File: src/rtl/opmode_defines.svh
`ifndef OPMODE_DEFINES_SVH
`define OPMODE_DEFINES_SVH

// Register indices on the plain register port
`define SYSCTL_ADDR 4'h0
`define MODEMON_ADDR 4'h1
`define AREAWID_ADDR 4'h2
`define FLASHCTL_ADDR 4'h3
`define PORTSEL_ADDR 4'h4

// System control register fields and reset value
`define SYSCTL_RAM_ENABLE_BIT_BIT 0
`define SYSCTL_EXTERNAL_BUS_ENABLE_BIT_BIT 1
`define SYSCTL_RESET 8'hC1
`define SYSCTL_WMASK 8'hFB

// Flash control field
`define FLASHCTL_CMDEN_BIT 0

// Mode pin encodings
`define MODE_PINS_1 3'h1
`define MODE_PINS_2 3'h2
`define MODE_PINS_3 3'h3
`define MODE_PINS_4 3'h4
`define MODE_PINS_7 3'h7

// Port select register fields
`define PSEL_ADDR_LSB 0
`define PSEL_ADDR_MSB 2
`define PSEL_PORTD_BIT 3
`define PSEL_FCTL_LSB 4
`define PSEL_FCTL_MSB 7

`endif

File: src/rtl/opmode_pkg.sv
package opmode_pkg;

    // Decoded operating mode, one-hot
    typedef enum logic [5:0] {
        MODE_NONE = 6'h01,
        MODE_1 = 6'h02,
        MODE_2 = 6'h04,
        MODE_3 = 6'h08,
        MODE_4 = 6'h10,
        MODE_7 = 6'h20
    } op_mode_t;

    // Memory region routing
    typedef enum logic [1:0] {
        REGION_RAM = 2'h0,
        REGION_EXTERNAL = 2'h1,
        REGION_RESERVED = 2'h2
    } region_map_t;

endpackage

File: src/rtl/mode_latch.sv
`timescale 1ns/1ps
`include "opmode_defines.svh"

// Holds pin levels caught on a read of the mode monitor register
module mode_latch
    import opmode_pkg::*;
#(
    parameter int WIDTH = 3
)
(
    input wire logic sys_clk_in,
    input wire logic rst_n_in,
    input wire logic capture_in,
    input wire logic [WIDTH-1:0] level_in,
    output logic [WIDTH-1:0] held_out
);

    logic [WIDTH-1:0] held_reg;

    // Cleared by reset, refreshed on each capture
    always_ff @(posedge sys_clk_in or negedge rst_n_in)
    begin
        if (!rst_n_in)
            held_reg <= '0;
        else if (capture_in)
            held_reg <= level_in;
    end

    assign held_out = held_reg;

endmodule

File: src/rtl/operating_mode_pin_select.sv
`timescale 1ns/1ps
`include "opmode_defines.svh"

// Notes on behaviour
// - Bit 0 enables on-chip RAM, resets one
// - RAM enable restored when reset releases
// - Modes 1,2: ROM off, A-D bus, E when 16-bit
// - Mode 1 16-bit; 8-bit only if all
// - Modes 2,4 8-bit until any 16-bit area
// - Mode 3 acts as mode 7 plus boot, minus user program
// - Mode 4 ROM on, boots area 0
// - Mode 4 A-C inputs, switchable; D data
// - Modes 4,7 flash enable enters user program
// - Mode 7 single-chip, A-F I/O; G,H start I/O, switchable
// - Mode 7 external enable gives expanded mode
// - B,C fixed address modes 1,2; else switchable when expanded
// - D fixed data 1,2,4; E data when bus 16-bit
// - Port F control groups by mode
// - G0 control modes 1,2; rest switchable
// - RAM region external when enabled and RAM off
// - Expansion region external or reserved
// - Mode pins decode to five modes
// - Bit 1 enables external bus
// - Monitor reads live mode pins
module operating_mode_pin_select
    import opmode_pkg::*;
#(
    parameter int AREAS = 8,
    parameter bit FLASH_PRESENT = 1'b1
)
(
    input wire logic sys_clk_in,
    input wire logic rst_n_in,
    input wire logic [2:0] mode_select_pins_in,
    input wire logic [3:0] reg_addr_in,
    input wire logic [7:0] reg_wdata_in,
    input wire logic reg_write_in,
    input wire logic reg_read_in,
    output logic [7:0] reg_rdata_out,
    output logic rom_enable_out,
    output logic ram_enable_out,
    output logic ext_bus_active_out,
    output logic bus_16bit_out,
    output logic boot_mode_out,
    output logic user_program_mode_out,
    output logic [2:0] port_addr_out,
    output logic port_d_data_out,
    output logic port_e_data_out,
    output logic [7:0] port_f_ctrl_out,
    output logic [6:0] port_g_ctrl_out,
    output logic [7:0] port_h_ctrl_out,
    output logic [1:0] ram_region_map_out,
    output logic [1:0] exp_region_map_out
);

    logic [7:0] sysctl_reg;
    logic [7:0] sysctl_next;
    logic [AREAS-1:0] area_wide_reg;
    logic [AREAS-1:0] area_wide_next;
    logic flash_cmd_reg;
    logic [7:0] port_sel_reg;
    logic [6:0] port_g_sel_reg;
    logic [7:0] port_h_sel_reg;
    logic [7:0] reg_rdata_reg;
    logic [2:0] mode_held;
    op_mode_t mode_now;
    logic ram_en;
    logic ext_en;
    logic expanded;
    logic single_chip_class;
    logic [7:0] rdata_next;
    logic [7:0] port_f_next;

    // Pin pattern to one-hot mode; unused patterns give none
    function automatic op_mode_t decode_mode(input logic [2:0] pins);
        op_mode_t m;
        m = MODE_NONE;
        case (pins)
            `MODE_PINS_1: m = MODE_1;
            `MODE_PINS_2: m = MODE_2;
            `MODE_PINS_3: m = MODE_3;
            `MODE_PINS_4: m = MODE_4;
            `MODE_PINS_7: m = MODE_7;
            default: m = MODE_NONE;
        endcase
        return m;
    endfunction

    // Mode pins must stay put, so a live decode is safe
    assign mode_now = decode_mode(mode_select_pins_in);

    // Mode 3 behaves as mode 7 apart from boot and user program
    assign single_chip_class = (mode_now == MODE_3) || (mode_now == MODE_7);
    assign ram_en = sysctl_reg[`SYSCTL_RAM_ENABLE_BIT_BIT];
    assign ext_en = sysctl_reg[`SYSCTL_EXTERNAL_BUS_ENABLE_BIT_BIT];

    // Expanded modes always have the bus; 3 and 7 need the enable bit
    assign expanded = (mode_now == MODE_1) || (mode_now == MODE_2) || (mode_now == MODE_4)
        || (single_chip_class && ext_en);

    // Register writes; the reserved bit 2 stays zero
    assign sysctl_next = (sysctl_reg & ~`SYSCTL_WMASK) | (reg_wdata_in & `SYSCTL_WMASK);

    // Area widths seed from mode: mode 1 and mode 3 or 7 expansion start wide
    assign area_wide_next = reg_wdata_in[AREAS-1:0];

    // Reset loads the documented value, so release restores RAM enable
    always_ff @(posedge sys_clk_in or negedge rst_n_in)
    begin
        if (!rst_n_in)
            sysctl_reg <= `SYSCTL_RESET;
        else if (reg_write_in && reg_addr_in == `SYSCTL_ADDR)
            sysctl_reg <= sysctl_next;
    end

    // Area width flag register; one bit per area, 1 means 16-bit
    logic area_init_done_reg;
    logic mode1_reg;
    logic ext_en_d_reg;
    always_ff @(posedge sys_clk_in or negedge rst_n_in)
    begin
        if (!rst_n_in)
        begin
            area_wide_reg <= '0;
            area_init_done_reg <= 1'b0;
            ext_en_d_reg <= 1'b0;
        end
        else
        begin
            area_init_done_reg <= 1'b1;
            ext_en_d_reg <= ext_en;
            if (reg_write_in && reg_addr_in == `AREAWID_ADDR)
                area_wide_reg <= area_wide_next;
            else if (!area_init_done_reg && mode_now == MODE_1)
                area_wide_reg <= '1;
            else if (single_chip_class && ext_en && !ext_en_d_reg)
                area_wide_reg <= '1;
        end
    end

    // Strap of mode 1 caught after release, not under reset
    always_ff @(posedge sys_clk_in or negedge rst_n_in)
    begin
        if (!rst_n_in)
            mode1_reg <= 1'b0;
        else if (!area_init_done_reg)
            mode1_reg <= (mode_now == MODE_1);
    end

    // Flash command enable, only meaningful in modes 4 and 7
    always_ff @(posedge sys_clk_in or negedge rst_n_in)
    begin
        if (!rst_n_in)
            flash_cmd_reg <= 1'b0;
        else if (reg_write_in && reg_addr_in == `FLASHCTL_ADDR)
            flash_cmd_reg <= reg_wdata_in[`FLASHCTL_CMDEN_BIT];
    end

    // Port function switches: A-C address, D data, F control bits
    always_ff @(posedge sys_clk_in or negedge rst_n_in)
    begin
        if (!rst_n_in)
            port_sel_reg <= 8'h00;
        else if (reg_write_in && reg_addr_in == `PORTSEL_ADDR)
            port_sel_reg <= reg_wdata_in;
    end

    // G and H control switches share one extra register pair
    always_ff @(posedge sys_clk_in or negedge rst_n_in)
    begin
        if (!rst_n_in)
        begin
            port_g_sel_reg <= 7'h00;
            port_h_sel_reg <= 8'hFF; // Held inverted, so port H starts as I/O
        end
        else if (reg_write_in && reg_addr_in == `PORTSEL_ADDR + 4'h1)
        begin
            port_g_sel_reg <= reg_wdata_in[6:0];
            port_h_sel_reg <= ~reg_wdata_in;
        end
    end

    // Monitor latch captures pins on every monitor read
    mode_latch #(
        .WIDTH(3)
    ) u_mode_latch (
        .sys_clk_in(sys_clk_in),
        .rst_n_in(rst_n_in),
        .capture_in(reg_read_in && reg_addr_in == `MODEMON_ADDR),
        .level_in(mode_select_pins_in),
        .held_out(mode_held)
    );

    // Read data; the monitor shows live pins in the read cycle itself
    assign rdata_next = (reg_addr_in == `SYSCTL_ADDR) ? sysctl_reg :
        (reg_addr_in == `MODEMON_ADDR) ? {5'h00, mode_select_pins_in} :
        (reg_addr_in == `AREAWID_ADDR) ? 8'(area_wide_reg) :
        (reg_addr_in == `FLASHCTL_ADDR) ? {7'h00, flash_cmd_reg} :
        (reg_addr_in == `PORTSEL_ADDR) ? port_sel_reg :
        (reg_addr_in == `PORTSEL_ADDR + 4'h1) ? {1'b0, port_g_sel_reg} :
        8'h00;

    // Read data stand only in the cycle after the strobe
    always_ff @(posedge sys_clk_in or negedge rst_n_in)
    begin
        if (!rst_n_in)
            reg_rdata_reg <= 8'h00;
        else if (reg_read_in)
            reg_rdata_reg <= rdata_next;
        else
            reg_rdata_reg <= 8'h00;
    end

    assign reg_rdata_out = reg_rdata_reg;

    // ROM off in modes 1 and 2 and for unused pin patterns; mode 4 boots from ROM in area 0
    assign rom_enable_out = (mode_now == MODE_4) || single_chip_class;
    assign ram_enable_out = ram_en;
    assign ext_bus_active_out = expanded;
    assign boot_mode_out = (mode_now == MODE_3);

    // Width tracks the area flags live, no reset needed
    assign bus_16bit_out = expanded && (|area_wide_reg);

    // User program mode in modes 4 and 7 of flash parts
    assign user_program_mode_out = FLASH_PRESENT && flash_cmd_reg
        && ((mode_now == MODE_4) || (mode_now == MODE_7));

    // Ports A-C: fixed address in 1,2; switchable in the other expanded modes
    assign port_addr_out = ((mode_now == MODE_1) || (mode_now == MODE_2)) ? 3'h7 :
        (expanded ? port_sel_reg[`PSEL_ADDR_MSB:`PSEL_ADDR_LSB] : 3'h0);

    // Port D fixed data in 1,2,4; else switchable in expansion
    assign port_d_data_out = (mode_now == MODE_1) || (mode_now == MODE_2) || (mode_now == MODE_4)
        || (expanded && port_sel_reg[`PSEL_PORTD_BIT]);

    // Port E is data exactly when the bus is 16 bits wide
    assign port_e_data_out = bus_16bit_out;

    // Port F in modes 1,2,4: 5,4 fixed control, 7,6,3 start control; expanded 3,7 all follow bit 7
    always_comb
    begin
        port_f_next = 8'h00;
        if (expanded && !single_chip_class)
        begin
            port_f_next[5:4] = 2'h3;
            port_f_next[7:6] = ~port_sel_reg[`PSEL_FCTL_LSB+1:`PSEL_FCTL_LSB];
            port_f_next[3] = ~port_sel_reg[`PSEL_FCTL_LSB+2];
            port_f_next[2:0] = {3{port_sel_reg[`PSEL_FCTL_MSB]}};
        end
        else if (expanded)
        begin
            port_f_next = {8{port_sel_reg[`PSEL_FCTL_MSB]}};
        end
    end

    assign port_f_ctrl_out = port_f_next;

    // G0 starts control in 1,2; G6-G1 and H start as I/O everywhere
    assign port_g_ctrl_out = {port_g_sel_reg[6:1],
        ((mode_now == MODE_1) || (mode_now == MODE_2)) ? ~port_g_sel_reg[0] : port_g_sel_reg[0]};
    assign port_h_ctrl_out = ~port_h_sel_reg;

    // RAM region goes external only with bus on and RAM off; modes 1, 2 and 4 always count as bus on
    assign ram_region_map_out = (expanded && !ram_en) ? REGION_EXTERNAL : REGION_RAM;
    // Expansion region reserved unless bus enabled; access there is software's fault
    assign exp_region_map_out = expanded ? REGION_EXTERNAL : REGION_RESERVED;
endmodule

File: config.mk
export PLATFORM = sky130hd
export DESIGN_NAME = operating_mode_pin_select
export DESIGN_NICKNAME = d
export VERILOG_FILES = /design/src/rtl/opmode_pkg.sv /design/src/rtl/mode_latch.sv /design/src/rtl/operating_mode_pin_select.sv
export VERILOG_INCLUDE_DIRS = /design/src /design/src/rtl
export SDC_FILE = /design/constraint.sdc
export NUM_CORES = 1
export LEC_CHECK = 0
export ABC_AREA = 0
export BUFFER_PORTS_ARGS = -buffer_cell sky130_fd_sc_hd__buf_2
export CAP_MARGIN = 20
export CORE_ASPECT_RATIO = 0.8
export CORE_UTILIZATION = 48
export CTS_CLUSTER_SIZE = 8
export DETAILED_ROUTE_END_ITERATION = 10
export PLACE_DENSITY_LB_ADDON = 0.15
export SLEW_MARGIN = 20
export SYNTH_ARGS = -nofsm -noshare
export SYNTH_HDL_FRONTEND = slang
export SYNTH_HIERARCHICAL = 1
export SYNTH_SLANG_ARGS = --single-unit
export TNS_END_PERCENT = 20
File: constraint.sdc
create_clock -name sys_clk_in -period 1.8 [get_ports sys_clk_in]
set_input_delay 0.45 -clock sys_clk_in [delete_from_list [all_inputs] [get_ports sys_clk_in]]
set_output_delay 0.45 -clock sys_clk_in [all_outputs]
set_load 0.01 [all_outputs]
==> results.sh <==
export IMPL_status="complete, but fails checks"
export IMPL_violations="setup timing"
export IMPL_clock_sinks=49
export IMPL_critPathRequiredTime_ps=1350
export IMPL_synth_area_per_cell_um2=11.6
export IMPL_grt_pass1_wl_um=9690
export IMPL_die_area_um2=5820
export IMPL_final_nets=324
export IMPL_antenna_left=0
export IMPL_setup_ws_ps=-99.0
export IMPL_setup_violations=11
export IMPL_netlist_area_leader_share_pct=35.9
export IMPL_hold_class="in2async"
export IMPL_power_density_nw_per_um2=931
export IMPL_drc=0
export IMPL_syn_num_nets=247
export IMPL_async_flop_share_pct=100
export IMPL_drt_pass1_iterations=4
export IMPL_path_cells="nor4_2, buf_4, a22oi_2, buf_2"
export IMPL_worstSkewPairLatency_ps=310
export IMPL_rows=23
export IMPL_core_area_um2=5150
export IMPL_post_route_cells_drive_above_1_share_pct=55.6
export IMPL_ys_top_cells_by_area="dfrtp_1, mux2_2, dfstp_2"
export IMPL_clock_path_buffers=2
export IMPL_gp_congestion=0.862
export IMPL_critical_path_top_delay_family="flip-flops"
export IMPL_yosysSeqAreaShare_pct=46.8
export IMPL_syn_inst=228
export IMPL_cp_slowest_stage_delay_ps=410
export IMPL_start_util_pct=51.4
export IMPL_synth_edf_count=0
export IMPL_synth_warnings=6
export IMPL_rsz0062_at_grt="true"
export IMPL_period_minus_slack_ps=1900
export IMPL_hold_violations=0
export IMPL_design_area_um2=3360
export IMPL_vias=1977
export IMPL_endpoint_kind="output pin"
export IMPL_cts_root_buf="clkbuf_8"
export IMPL_power_leakage_nw=1.55
export IMPL_peakVddDrop_uv=583
export IMPL_holdBufCountCts=0
export IMPL_portBuffers=63
export IMPL_dieWidth_um=85.1
export IMPL_ys_types=50
export IMPL_finish_utilization_pct=65.1
export IMPL_grt_start_max_net_pins=22
export IMPL_cpMaxStageDelayCell="dfrtp_1"
export IMPL_drt_iter0_markers=94
export IMPL_grt_overflow=0
export IMPL_grt_pass1_vias=1815
export IMPL_fill_cells=422
export IMPL_n_antenna_cell=0
export IMPL_syn_to_final_growth_pct=26.6
export IMPL_regToRegSetupSlack_ps=220
export IMPL_gr_usage_all_layers_pct=22.5
export IMPL_worstSetupStartpointType="register"
export IMPL_max_freq_mhz=527
export IMPL_critPathKind="reg2out"
export IMPL_dp_hpwl_um=4510
export IMPL_post_dp_cell_area_um2=3150
export IMPL_die_height_um=68.5
export IMPL_wl_um=6100
export IMPL_htreeDepth=2
export IMPL_holdWs_ps=83.0
export IMPL_maxSlewViolCount=0
export IMPL_syn_cell_area_um2=2650
export IMPL_clkSlewWorstSetupHoldPaths_ps=100
export IMPL_yosysTopAreaCell="dfrtp_1"
export IMPL_fin_crit_sh_pct=105
export IMPL_crit_fanout=2
export IMPL_synth_seq_cells=49
export IMPL_io_pins=65
export IMPL_crit_buf_inv=2
export IMPL_cts_tree="done"
export IMPL_viasPerCell=5.37
export IMPL_cp_data_arrival_time_ps=1450
export IMPL_finClkSkew_ps=14.3
export IMPL_synth_flop_cell="dfrtp_1"
export IMPL_wl_per_cell_um=16.6
export IMPL_maxCapViolations=0
export IMPL_cts_buffers_inserted=5
export IMPL_antenna_found_initial=0
==> cells in the final DEF (no fill, tap or decap), drive strengths merged, types with 6 or more instances in the layout <==
| cell | instances |
|---|---|
| buf | 93 |
| dfrtp | 38 |
| mux2 | 34 |
| mux2i | 15 |
| a21oi | 13 |
| dfstp | 11 |
| inv | 11 |
| or3 | 9 |
| nand2 | 7 |
| nor2 | 6 |
| clkbuf | 6 |
| nand3b | 6 |
==> worst reg2reg max path, delay by kind of cell (launching register included) <==
kind / cells / cell delay (ps)
muxes: 1 / 280
buffers and inverters: 2 / 270
DFF: 1 / 380
and+or+nand+nor: 2 / 550
==> power breakdown <==
group | internal (mW) | switching, mW
Sequential | 1.34 | 0.152
Clock | 0.417 | 0.387
Combinational | 0.434 | 0.394
Total | 2.19 | 0.933
==> stage by stage <==
step                cells  setup slack [ps]  setup TNS (ps)  total power, mW
floorplan             228             -31.7           -67.5             2.01
global placement      357              -114            -688             2.27
detailed placement    357              -144           -1220             2.29
CTS                   366             -53.6            -410             3.12
global route          368              -120           -1340             3.28
finish                368             -99.0            -497             3.13
==> synthesized netlist by cell type, types with 2 or more instances <==
cell type and instances:
o22ai_1 4, a21oi_1 13, nor4_1 2, mux2_2 32
or3_1 9, o21ai_0 3, clkbuf_1 2, inv_1 10
a211oi_1 4, conb_1 2, nor2_1 6, buf_2 4
nand3b_1 4, a221oi_1 4, buf_6 2, buf_4 14
nand2_1 7, nand3_1 3, dfrtp_1 38, a22oi_1 2
nor2b_1 4, a21boi_0 2, dfstp_2 11, mux2i_1 15
mux2_4 2, and2_1 4, nor3b_4 2
==> final cells by class <==
type	instances	area [um^2]	share of cell area (%)
clock buffer	5	68.8	2.05
clock inverter	3	43.8	1.30
inverter	10	37.5	1.12
multi-input combinational	145	1290	38.6
sequential	49	1240	37.0
tap	62	77.6	2.31
timing repair buffer	94	594	17.7
==> timing repair <==
action                                  4_1_cts  5_1_grt
buffers inserted                              2        2
endpoints found under the setup margin       18       19
resized for setup                            10        5
gates cloned                                  0        0
pin swaps                                     5        5
hold endpoints to repair                      0        0
==> path summary, 6_finish.rpt <==
kind | endpoint | from | depth (start not counted)
max reg2reg | area_wide_reg[3] | sysctl_reg[1] | 5
min | area_wide_reg[6] | rst_n_in | 1
min reg2reg | port_h_sel_reg[0] | port_h_sel_reg[0] | 2
min in group sys_clk_in | port_h_sel_reg[3] | reg_wdata_in[3] | 2
max | bus_16bit_out | area_wide_reg[6] | 4
max in group asynchronous | sysctl_reg[7] | rst_n_in | 2
==> routing by layer <==
| layer | global-route usage [%] | up-vias | wire length [um] |
|---|---|---|---|
| met5 | 0 | - | 0 |
| met4 | 8.26 | 0 | 96 |
| met3 | 3.50 | 10 | 258 |
| met2 | 34.3 | 58 | 2650 |
| met1 | 32.6 | 945 | 3090 |
| li1 | - | 964 | - |
==> logic make-up (layout without fill, tap and decap cells) <==
group	count (synthesis)	after routing	synth area share (%)
and+or+nand+nor	54	54	14.4
muxes	49	49	20.4
DFF	49	49	46.8
AOI/OAI and AO/OA	38	38	9.44
buffers and inverters	34	112	8.03
other	2	2	0.283
xor gates and xnor gates	2	2	0.661
No activity file was read; power rests on OpenSTA's default activity.
